--- config.mk ---
export PLATFORM = sky130hd
export DESIGN_NAME = rw_alu
export DESIGN_NICKNAME = d
export VERILOG_FILES = /design/src/hw/rw_alu_pkg.sv /design/src/hw/byte_alu.sv /design/src/hw/rw_alu.sv
export SDC_FILE = /design/constraint.sdc
export NUM_CORES = 2
export LEC_CHECK = 0
export ABC_AREA = 0
export BUFFER_PORTS_ARGS = -buffer_cell sky130_fd_sc_hd__buf_2
export CAP_MARGIN = 5
export CORE_MARGIN = 2
export CORE_UTILIZATION = 30
export CTS_BUF_LIST = sky130_fd_sc_hd__clkbuf_4 sky130_fd_sc_hd__clkbuf_8
export CTS_CLUSTER_SIZE = 20
export DETAILED_ROUTE_END_ITERATION = 6
export MAX_ROUTING_LAYER = met4
export PLACE_DENSITY = 0.5
export REMOVE_ABC_BUFFERS = 1
export SYNTH_ARGS = -nofsm -noshare
export SYNTH_HDL_FRONTEND = slang
export SYNTH_HIERARCHICAL = 1
export SYNTH_SLANG_ARGS = --single-unit
--- constraint.sdc ---
create_clock -name pclk -period 4.8 [get_ports pclk]
set_clock_uncertainty 0.2 [all_clocks]
set_input_delay 0.24 -clock pclk [delete_from_list [all_inputs] [get_ports pclk]]
set_output_delay 0.24 -clock pclk [all_outputs]
set_load 0.05 [all_outputs]
--- src/hw/rw_alu_pkg.sv ---
// Constants for the register read/write datapath of the script processor.
// Assumes a sequencer that presents one decoded instruction at a time.
package rw_alu_pkg;

	// ------------------------------------------------------------
	// APB register map
	// ------------------------------------------------------------
	localparam logic [11:0] ADDR_INSTR = 12'h000;
	localparam logic [11:0] ADDR_STATUS = 12'h004;
	localparam logic [11:0] ADDR_SCRATCH = 12'h008;
	localparam logic [11:0] ADDR_FILE_BASE = 12'h200;
	localparam logic [11:0] ADDR_FILE_LAST = 12'h3FC;

	// ------------------------------------------------------------
	// Instruction fields, status bits and file size
	// ------------------------------------------------------------
	localparam int OPC_HI = 29;
	localparam int OPC_LO = 27;
	localparam int OPR_HI = 26;
	localparam int OPR_LO = 24;
	localparam int RA_HI = 22;
	localparam int RA_LO = 16;
	localparam int IMM_HI = 15;
	localparam int IMM_LO = 8;
	localparam int STAT_BUSY = 0;
	localparam int STAT_CARRY = 1;
	localparam int STAT_BADOP = 2;
	localparam int REG_COUNT = 128;

	localparam logic [2:0] OPC_RMW = 3'h7;
	localparam logic [2:0] OPC_TO_SCRATCH = 3'h6;
	localparam logic [2:0] OPC_FROM_SCRATCH = 3'h5;

	typedef enum logic [2:0] {
		OP_LOAD = 3'h0,
		OP_SHIFT_LEFT = 3'h1,
		OP_OR = 3'h2,
		OP_XOR = 3'h3,
		OP_AND = 3'h4,
		OP_SHIFT_RIGHT = 3'h5,
		OP_ADD = 3'h6,
		OP_ADDC = 3'h7
	} alu_op_t;

	typedef enum logic [1:0] {
		ST_IDLE = 2'h0,
		ST_READ = 2'h1,
		ST_WRITE = 2'h2
	} alu_state_t;

	localparam logic [7:0] BYTE_ZERO = 8'h00;
	localparam logic [31:0] WORD_ZERO = 32'h0000_0000;

endpackage

--- src/hw/byte_alu.sv ---
// Byte operator unit: one operand, an immediate byte and the carry flag.
// Assumes operands are stable during the cycle they are consumed.
`timescale 1ns/10ps
module byte_alu (
	input wire logic [2:0] op,
	input wire logic [7:0] operand,
	input wire logic [7:0] immediate_byte,
	input wire logic carry_in,
	output logic [7:0] result,
	output logic carry_out,
	output logic carry_write
);

	logic [8:0] sum;

	always_comb
	begin
		sum = 9'h000;
		result = operand;
		carry_out = carry_in;
		carry_write = 1'b0;
		unique case (rw_alu_pkg::alu_op_t'(op))
			rw_alu_pkg::OP_LOAD: result = immediate_byte;
			rw_alu_pkg::OP_SHIFT_LEFT:
			begin
				result = {operand[6:0], carry_in};
				carry_out = operand[7];
				carry_write = 1'b1;
			end
			rw_alu_pkg::OP_OR: result = operand | immediate_byte;
			rw_alu_pkg::OP_XOR: result = operand ^ immediate_byte;
			rw_alu_pkg::OP_AND: result = operand & immediate_byte;
			rw_alu_pkg::OP_SHIFT_RIGHT:
			begin
				result = {carry_in, operand[7:1]};
				carry_out = operand[0];
				carry_write = 1'b1;
			end
			rw_alu_pkg::OP_ADD:
			begin
				sum = {1'b0, operand} + {1'b0, immediate_byte};
				result = sum[7:0];
				carry_out = sum[8];
				carry_write = 1'b1;
			end
			rw_alu_pkg::OP_ADDC:
			begin
				sum = {1'b0, operand} + {1'b0, immediate_byte}
					+ {8'h00, carry_in};
				result = sum[7:0];
				carry_out = sum[8];
				carry_write = 1'b1;
			end
		endcase
	end

endmodule

--- src/hw/rw_alu.sv ---
// Register read/write datapath with an APB slave and a 128-byte file.
// Assumes one APB master; the sequencer writes instruction words over APB.
`timescale 1ns/10ps
module rw_alu (
	input wire logic pclk,
	input wire logic presetn,
	input wire logic psel,
	input wire logic penable,
	input wire logic pwrite,
	input wire logic [11:0] paddr,
	input wire logic [31:0] pwdata,
	output logic [31:0] prdata,
	output logic pready,
	output logic pslverr,
	output logic busy,
	output logic carry_flag
);

	// ------------------------------------------------------------
	// State
	// ------------------------------------------------------------
	rw_alu_pkg::alu_state_t state, next_state;
	logic [7:0] file_mem [rw_alu_pkg::REG_COUNT];
	logic [7:0] first_byte_scratch_register, next_scratch;
	logic [31:0] instr, next_instr;
	logic [7:0] operand, next_operand;
	logic bad_opcode, next_bad_opcode;
	logic next_carry;
	logic [31:0] next_prdata;
	logic next_pready, next_pslverr;
	logic file_we;
	logic [6:0] file_idx;
	logic [7:0] file_wdata;

	logic [2:0] opcode;
	logic [2:0] op;
	logic [6:0] addressed_register;
	logic [7:0] immediate_byte;
	logic [7:0] alu_result;
	logic alu_carry, alu_carry_write;

	assign opcode = instr[rw_alu_pkg::OPC_HI:rw_alu_pkg::OPC_LO];
	assign op = instr[rw_alu_pkg::OPR_HI:rw_alu_pkg::OPR_LO];
	assign addressed_register =
		instr[rw_alu_pkg::RA_HI:rw_alu_pkg::RA_LO];
	assign immediate_byte = instr[rw_alu_pkg::IMM_HI:rw_alu_pkg::IMM_LO];

	function automatic logic in_file(input logic [11:0] a);
		return a >= rw_alu_pkg::ADDR_FILE_BASE
			&& a <= rw_alu_pkg::ADDR_FILE_LAST && a[1:0] == 2'h0;
	endfunction

	function automatic logic [6:0] file_index(input logic [11:0] a);
		return a[8:2];
	endfunction

	byte_alu u_alu (
		.op(op),
		.operand(operand),
		.immediate_byte(immediate_byte),
		.carry_in(carry_flag),
		.result(alu_result),
		.carry_out(alu_carry),
		.carry_write(alu_carry_write)
	);

	// ------------------------------------------------------------
	// Sequencer and bus
	// ------------------------------------------------------------
	// Bus access waits while an instruction is in flight, so no reader can
	// see a register between its read and its write-back.
	logic access;
	logic commit;
	assign access = psel && penable && !pready;
	// A write lands at the edge that sees pready high, the edge at which
	// the master counts the transfer as done, and never on a refused one.
	assign commit = psel && penable && pready && pwrite && !pslverr;

	always_comb
	begin
		next_state = state;
		next_instr = instr;
		next_operand = operand;
		next_scratch = first_byte_scratch_register;
		next_carry = carry_flag;
		next_bad_opcode = bad_opcode;
		next_prdata = rw_alu_pkg::WORD_ZERO;
		next_pready = 1'b0;
		next_pslverr = 1'b0;
		file_we = 1'b0;
		file_idx = addressed_register;
		file_wdata = alu_result;
		unique case (state)
			rw_alu_pkg::ST_IDLE:
			begin
				if (access)
				begin
					next_pready = 1'b1;
					if (paddr == rw_alu_pkg::ADDR_INSTR)
					begin
						if (!pwrite)
							next_prdata = instr;
					end
					else if (paddr == rw_alu_pkg::ADDR_STATUS)
					begin
						if (!pwrite)
						begin
							next_prdata[rw_alu_pkg::STAT_CARRY] = carry_flag;
							next_prdata[rw_alu_pkg::STAT_BADOP] = bad_opcode;
						end
					end
					else if (paddr == rw_alu_pkg::ADDR_SCRATCH)
					begin
						if (!pwrite)
							next_prdata[7:0] = first_byte_scratch_register;
					end
					else if (in_file(paddr))
					begin
						if (!pwrite)
							next_prdata[7:0] = file_mem[file_index(paddr)];
					end
					else
						next_pslverr = 1'b1;
				end
				else if (commit)
				begin
					if (paddr == rw_alu_pkg::ADDR_INSTR)
					begin
						next_instr = pwdata;
						next_state = rw_alu_pkg::ST_READ;
					end
					else if (paddr == rw_alu_pkg::ADDR_STATUS)
						next_bad_opcode = 1'b0;
					else if (paddr == rw_alu_pkg::ADDR_SCRATCH)
						next_scratch = pwdata[7:0];
					else if (in_file(paddr))
					begin
						file_idx = file_index(paddr);
						file_wdata = pwdata[7:0];
						file_we = 1'b1;
					end
				end
			end
			rw_alu_pkg::ST_READ:
			begin
				next_state = rw_alu_pkg::ST_WRITE;
				if (opcode == rw_alu_pkg::OPC_FROM_SCRATCH)
					next_operand = first_byte_scratch_register;
				else
					next_operand = file_mem[addressed_register];
				if (opcode != rw_alu_pkg::OPC_RMW
					&& opcode != rw_alu_pkg::OPC_TO_SCRATCH
					&& opcode != rw_alu_pkg::OPC_FROM_SCRATCH)
				begin
					next_bad_opcode = 1'b1;
					next_state = rw_alu_pkg::ST_IDLE;
				end
			end
			rw_alu_pkg::ST_WRITE:
			begin
				next_state = rw_alu_pkg::ST_IDLE;
				if (alu_carry_write)
					next_carry = alu_carry;
				if (opcode == rw_alu_pkg::OPC_TO_SCRATCH)
					next_scratch = alu_result;
				else
					file_we = 1'b1;
			end
			default: next_state = rw_alu_pkg::ST_IDLE;
		endcase
	end

	always_ff @(posedge pclk or negedge presetn)
	begin
		if (!presetn)
		begin
			state <= rw_alu_pkg::ST_IDLE;
			instr <= rw_alu_pkg::WORD_ZERO;
			operand <= rw_alu_pkg::BYTE_ZERO;
			first_byte_scratch_register <= rw_alu_pkg::BYTE_ZERO;
			carry_flag <= 1'b0;
			bad_opcode <= 1'b0;
			prdata <= rw_alu_pkg::WORD_ZERO;
			pready <= 1'b0;
			pslverr <= 1'b0;
			busy <= 1'b0;
		end
		else
		begin
			state <= next_state;
			instr <= next_instr;
			operand <= next_operand;
			first_byte_scratch_register <= next_scratch;
			carry_flag <= next_carry;
			bad_opcode <= next_bad_opcode;
			prdata <= next_prdata;
			pready <= next_pready;
			pslverr <= next_pslverr;
			busy <= next_state != rw_alu_pkg::ST_IDLE;
		end
	end

	// The file has no reset, to keep it plain storage: software must load a
	// register before an instruction reads it.
	always_ff @(posedge pclk)
	begin
		if (file_we)
			file_mem[file_idx] <= file_wdata;
	end

endmodule

==> metrics <==
area taken by multi-input logic gates 19200 sq um; Mapped Cells 3008; I/O Buffers 84; grt ovf 0; Die H 427 um; library cells used by synthesis 95; worst hold path type input pin to flop; utilization after layout 35.3%; Routed Antenna Nets 0; sequential cell area 32900 sq um; Critical Path RT 5.23 ns; commonest register cell after synthesis edfxtp_1; max_cap viols 0; Area contributors post-synth edfxtp_1 57%, mux4_2 20%, dfrtp_1 4.1%; #FFs+latches synth 1111; Mapped Area 53600 sq um; number of enable flip-flop cells after synthesis 1024; DR WL/cell 33.4 um; Crit. End Element flop; PD cells 317 nW/um^2; synthesized area per cell 17.8 sq um; Die Area 182000 sq um; Synth Area in Compound Gates 4.86%; Crit Path Max Fanout 19; area fraction of the dominant cell type after synthesis 57.3%; DR iter-0 viols 4467; final worst slack 0.544 ns; Setup WS pre-CTS 0.729 ns; Async S/R FF share, synth 7.83%; CTS tree done; fillers 16.9k; Synth area leader edfxtp_1; Slew HR 5.84%; vias in the first global route 33.7k; Layout area overhead 17.3%; Fin. Hold Viols 0; Slew @ Worst Pin 1.41 ns; initial antenna violation count 13; DR vias 34.0k; overall power 19.9 mW; register area share after synthesis 61.4%; io pins 85; fraction of layout instances using a drive strength above 1 35.3%; commonest non-fill, non-tap cells in the layout 1024 x edfxtp_1, 487 x mux4_2, 261 x buf_4, 199 x clkbuf_8, 198 x nor2_1; TritonRoute pass-1 iters 6; startpoint types flop; dpl hpwl 137000 um; DRC violations left 0; Routed WL 198000 um; initial core utilization 30.1%; fin nets 3493; num rows 155; area share of xor/xnor cells in the synthesized design 0.210%; yosys warns 6; post-synthesis simple-gate area fraction 4.84%; CTS root buffer clkbuf_8; Arr. time, crit path 4.69 ns; kind of critical path flop to flop; DIE WIDTH 427 um; Num CTS Buffers 190; maximum vdd drop 0.000255 V; commonest non-fill, non-tap cell in the layout edfxtp_1; largest family of logic cells by synthesized area multiplexers; Clock Path Buffers 3; adder-cell share of the synthesized area 0.457%; GRT Resource Usage Total 22.3%; Sink Count 1111; clock slew at reported path FFs 0.07 ns; Post-CTS Setup Repair Bufs 0; RD Place Congestion 1.01; vias per inst 5.71; Pleak 22.9 nW; Setup Viol. Count Final 0; first-pass GRT wire length 274000 um; core area 178000 sq um; flop-to-flop setup slack 0.54 ns; Worst-Skew Late Latency 0.94 ns; largest net degree at the start of global routing 129; H-tree depth 4; unrepaired setup endpoints after global routing no; multiplexer area fraction after synthesis 25.4%; Slew Limit Fails 0; min Tclk post-route 4.26 ns; fmax 235 MHz; final worst-path cycle share 88.7%; status finished clean
==> final cells by class <==
cell class              count  share of cell area (%)
flip-flops and latches   1111                    52.4
multi-input cells        1636                    30.6
repair buffers            453                    6.05
clock buffers             245                    4.90
well taps                2355                    4.68
clock inverters           109                    1.21
inverters                  33                   0.197
diodes                      4                  0.0159
==> path summary, 6_finish.rpt <==
kind	startpoint	endpoint	cells past startpoint
min	pwdata[4]	instr[4]	3
max in group asynchronous	presetn	prdata[0]	4
min reg2reg	instr[31]	prdata[31]	1
min in group asynchronous	presetn	operand[1]	4
max reg2reg	pready	file_mem[6][2]	11
max	pready	file_mem[6][2]	11
==> Yosys cell counts (32+ instances only) <==
cell / count
edfxtp_1: 1024
mux4_2: 487
nor2_1: 199
mux2i_1: 116
nand2_1: 113
dfrtp_1: 87
buf_2: 68
clkbuf_1: 62
mux2_2: 61
a22oi_1: 60
a21oi_1: 48
o21ai_0: 47
buf_4: 37
a31oi_1: 35
buf_6: 33
nor3_1: 32
==> through the flow <==
step           TNS [ns]  instances  cell area [sq um]  hold slack (ns)
6_report              0       5946              62900            0.126
4_1_cts               0       5942              62900           0.0118
3_5_place_dp          0       5508              58200            0.180
5_1_grt               0       5944              62900           0.0708
3_3_place_gp          0       5508              58200            0.184
2_1_floorplan  -6490.22       2780              52200           -0.256
==> cells by family (layout without fill, tap and decap cells) <==
family | Yosys count | count (layout)
fa+ha+maj | 19 | 19
xor+xnor | 12 | 12
compound gates | 372 | 372
buf+inv | 261 | 840
simple gates | 539 | 539
mux | 694 | 694
flops | 1111 | 1111
other cells | 0 | 4
==> per-layer routing <==
| metal | GRT usage (%) | vias up | wire length (um) |
|---|---|---|---|
| met4 | 11.4 | 0 | 11500 |
| met1 | 29.9 | 18100 | 81000 |
| met2 | 32.5 | 1947 | 89200 |
| met3 | 3.99 | 447 | 16800 |
| met5 | - | - | 0 |
| li1 | - | 13500 | - |
==> critical path: stages, from the launching register on <==
cell           delay [ns]
dfrtp_1              0.38
nand4_1              0.09
dlygate4sd3_1        0.60
nor4_1               0.18
buf_4                0.17
nand3_2              0.45
buf_4                0.40
mux2i_1              0.14
nand2b_1             0.47
buf_4                0.35
nor2_1               0.28
buf_4                0.21
==> state kept, by name, summed over array words and instances, names as in the netlist <==
signal	flops
pslverr	1
instr	32
operand	8
first_byte_scratch_register	8
bad_opcode	1
busy	1
carry_flag	1
file_mem	1024
state	2
prdata	32
pready	1
==> power by group <==
part           switching [mW]  leakage [nW]  internal, mW
registers             0.00494          13.0          10.4
clock network            4.09          2.01          4.75
logic                   0.425          7.95         0.235
total                    4.53          22.9          15.4
==> timing repair <==
item / CTS / global route
hold buffers: 80 / 0
gates resized for setup: 0 / 0
endpoints found under the hold margin: 534 / 0
setup endpoints to repair: 0 / 0
No activity file was read; power rests on OpenSTA's default activity.
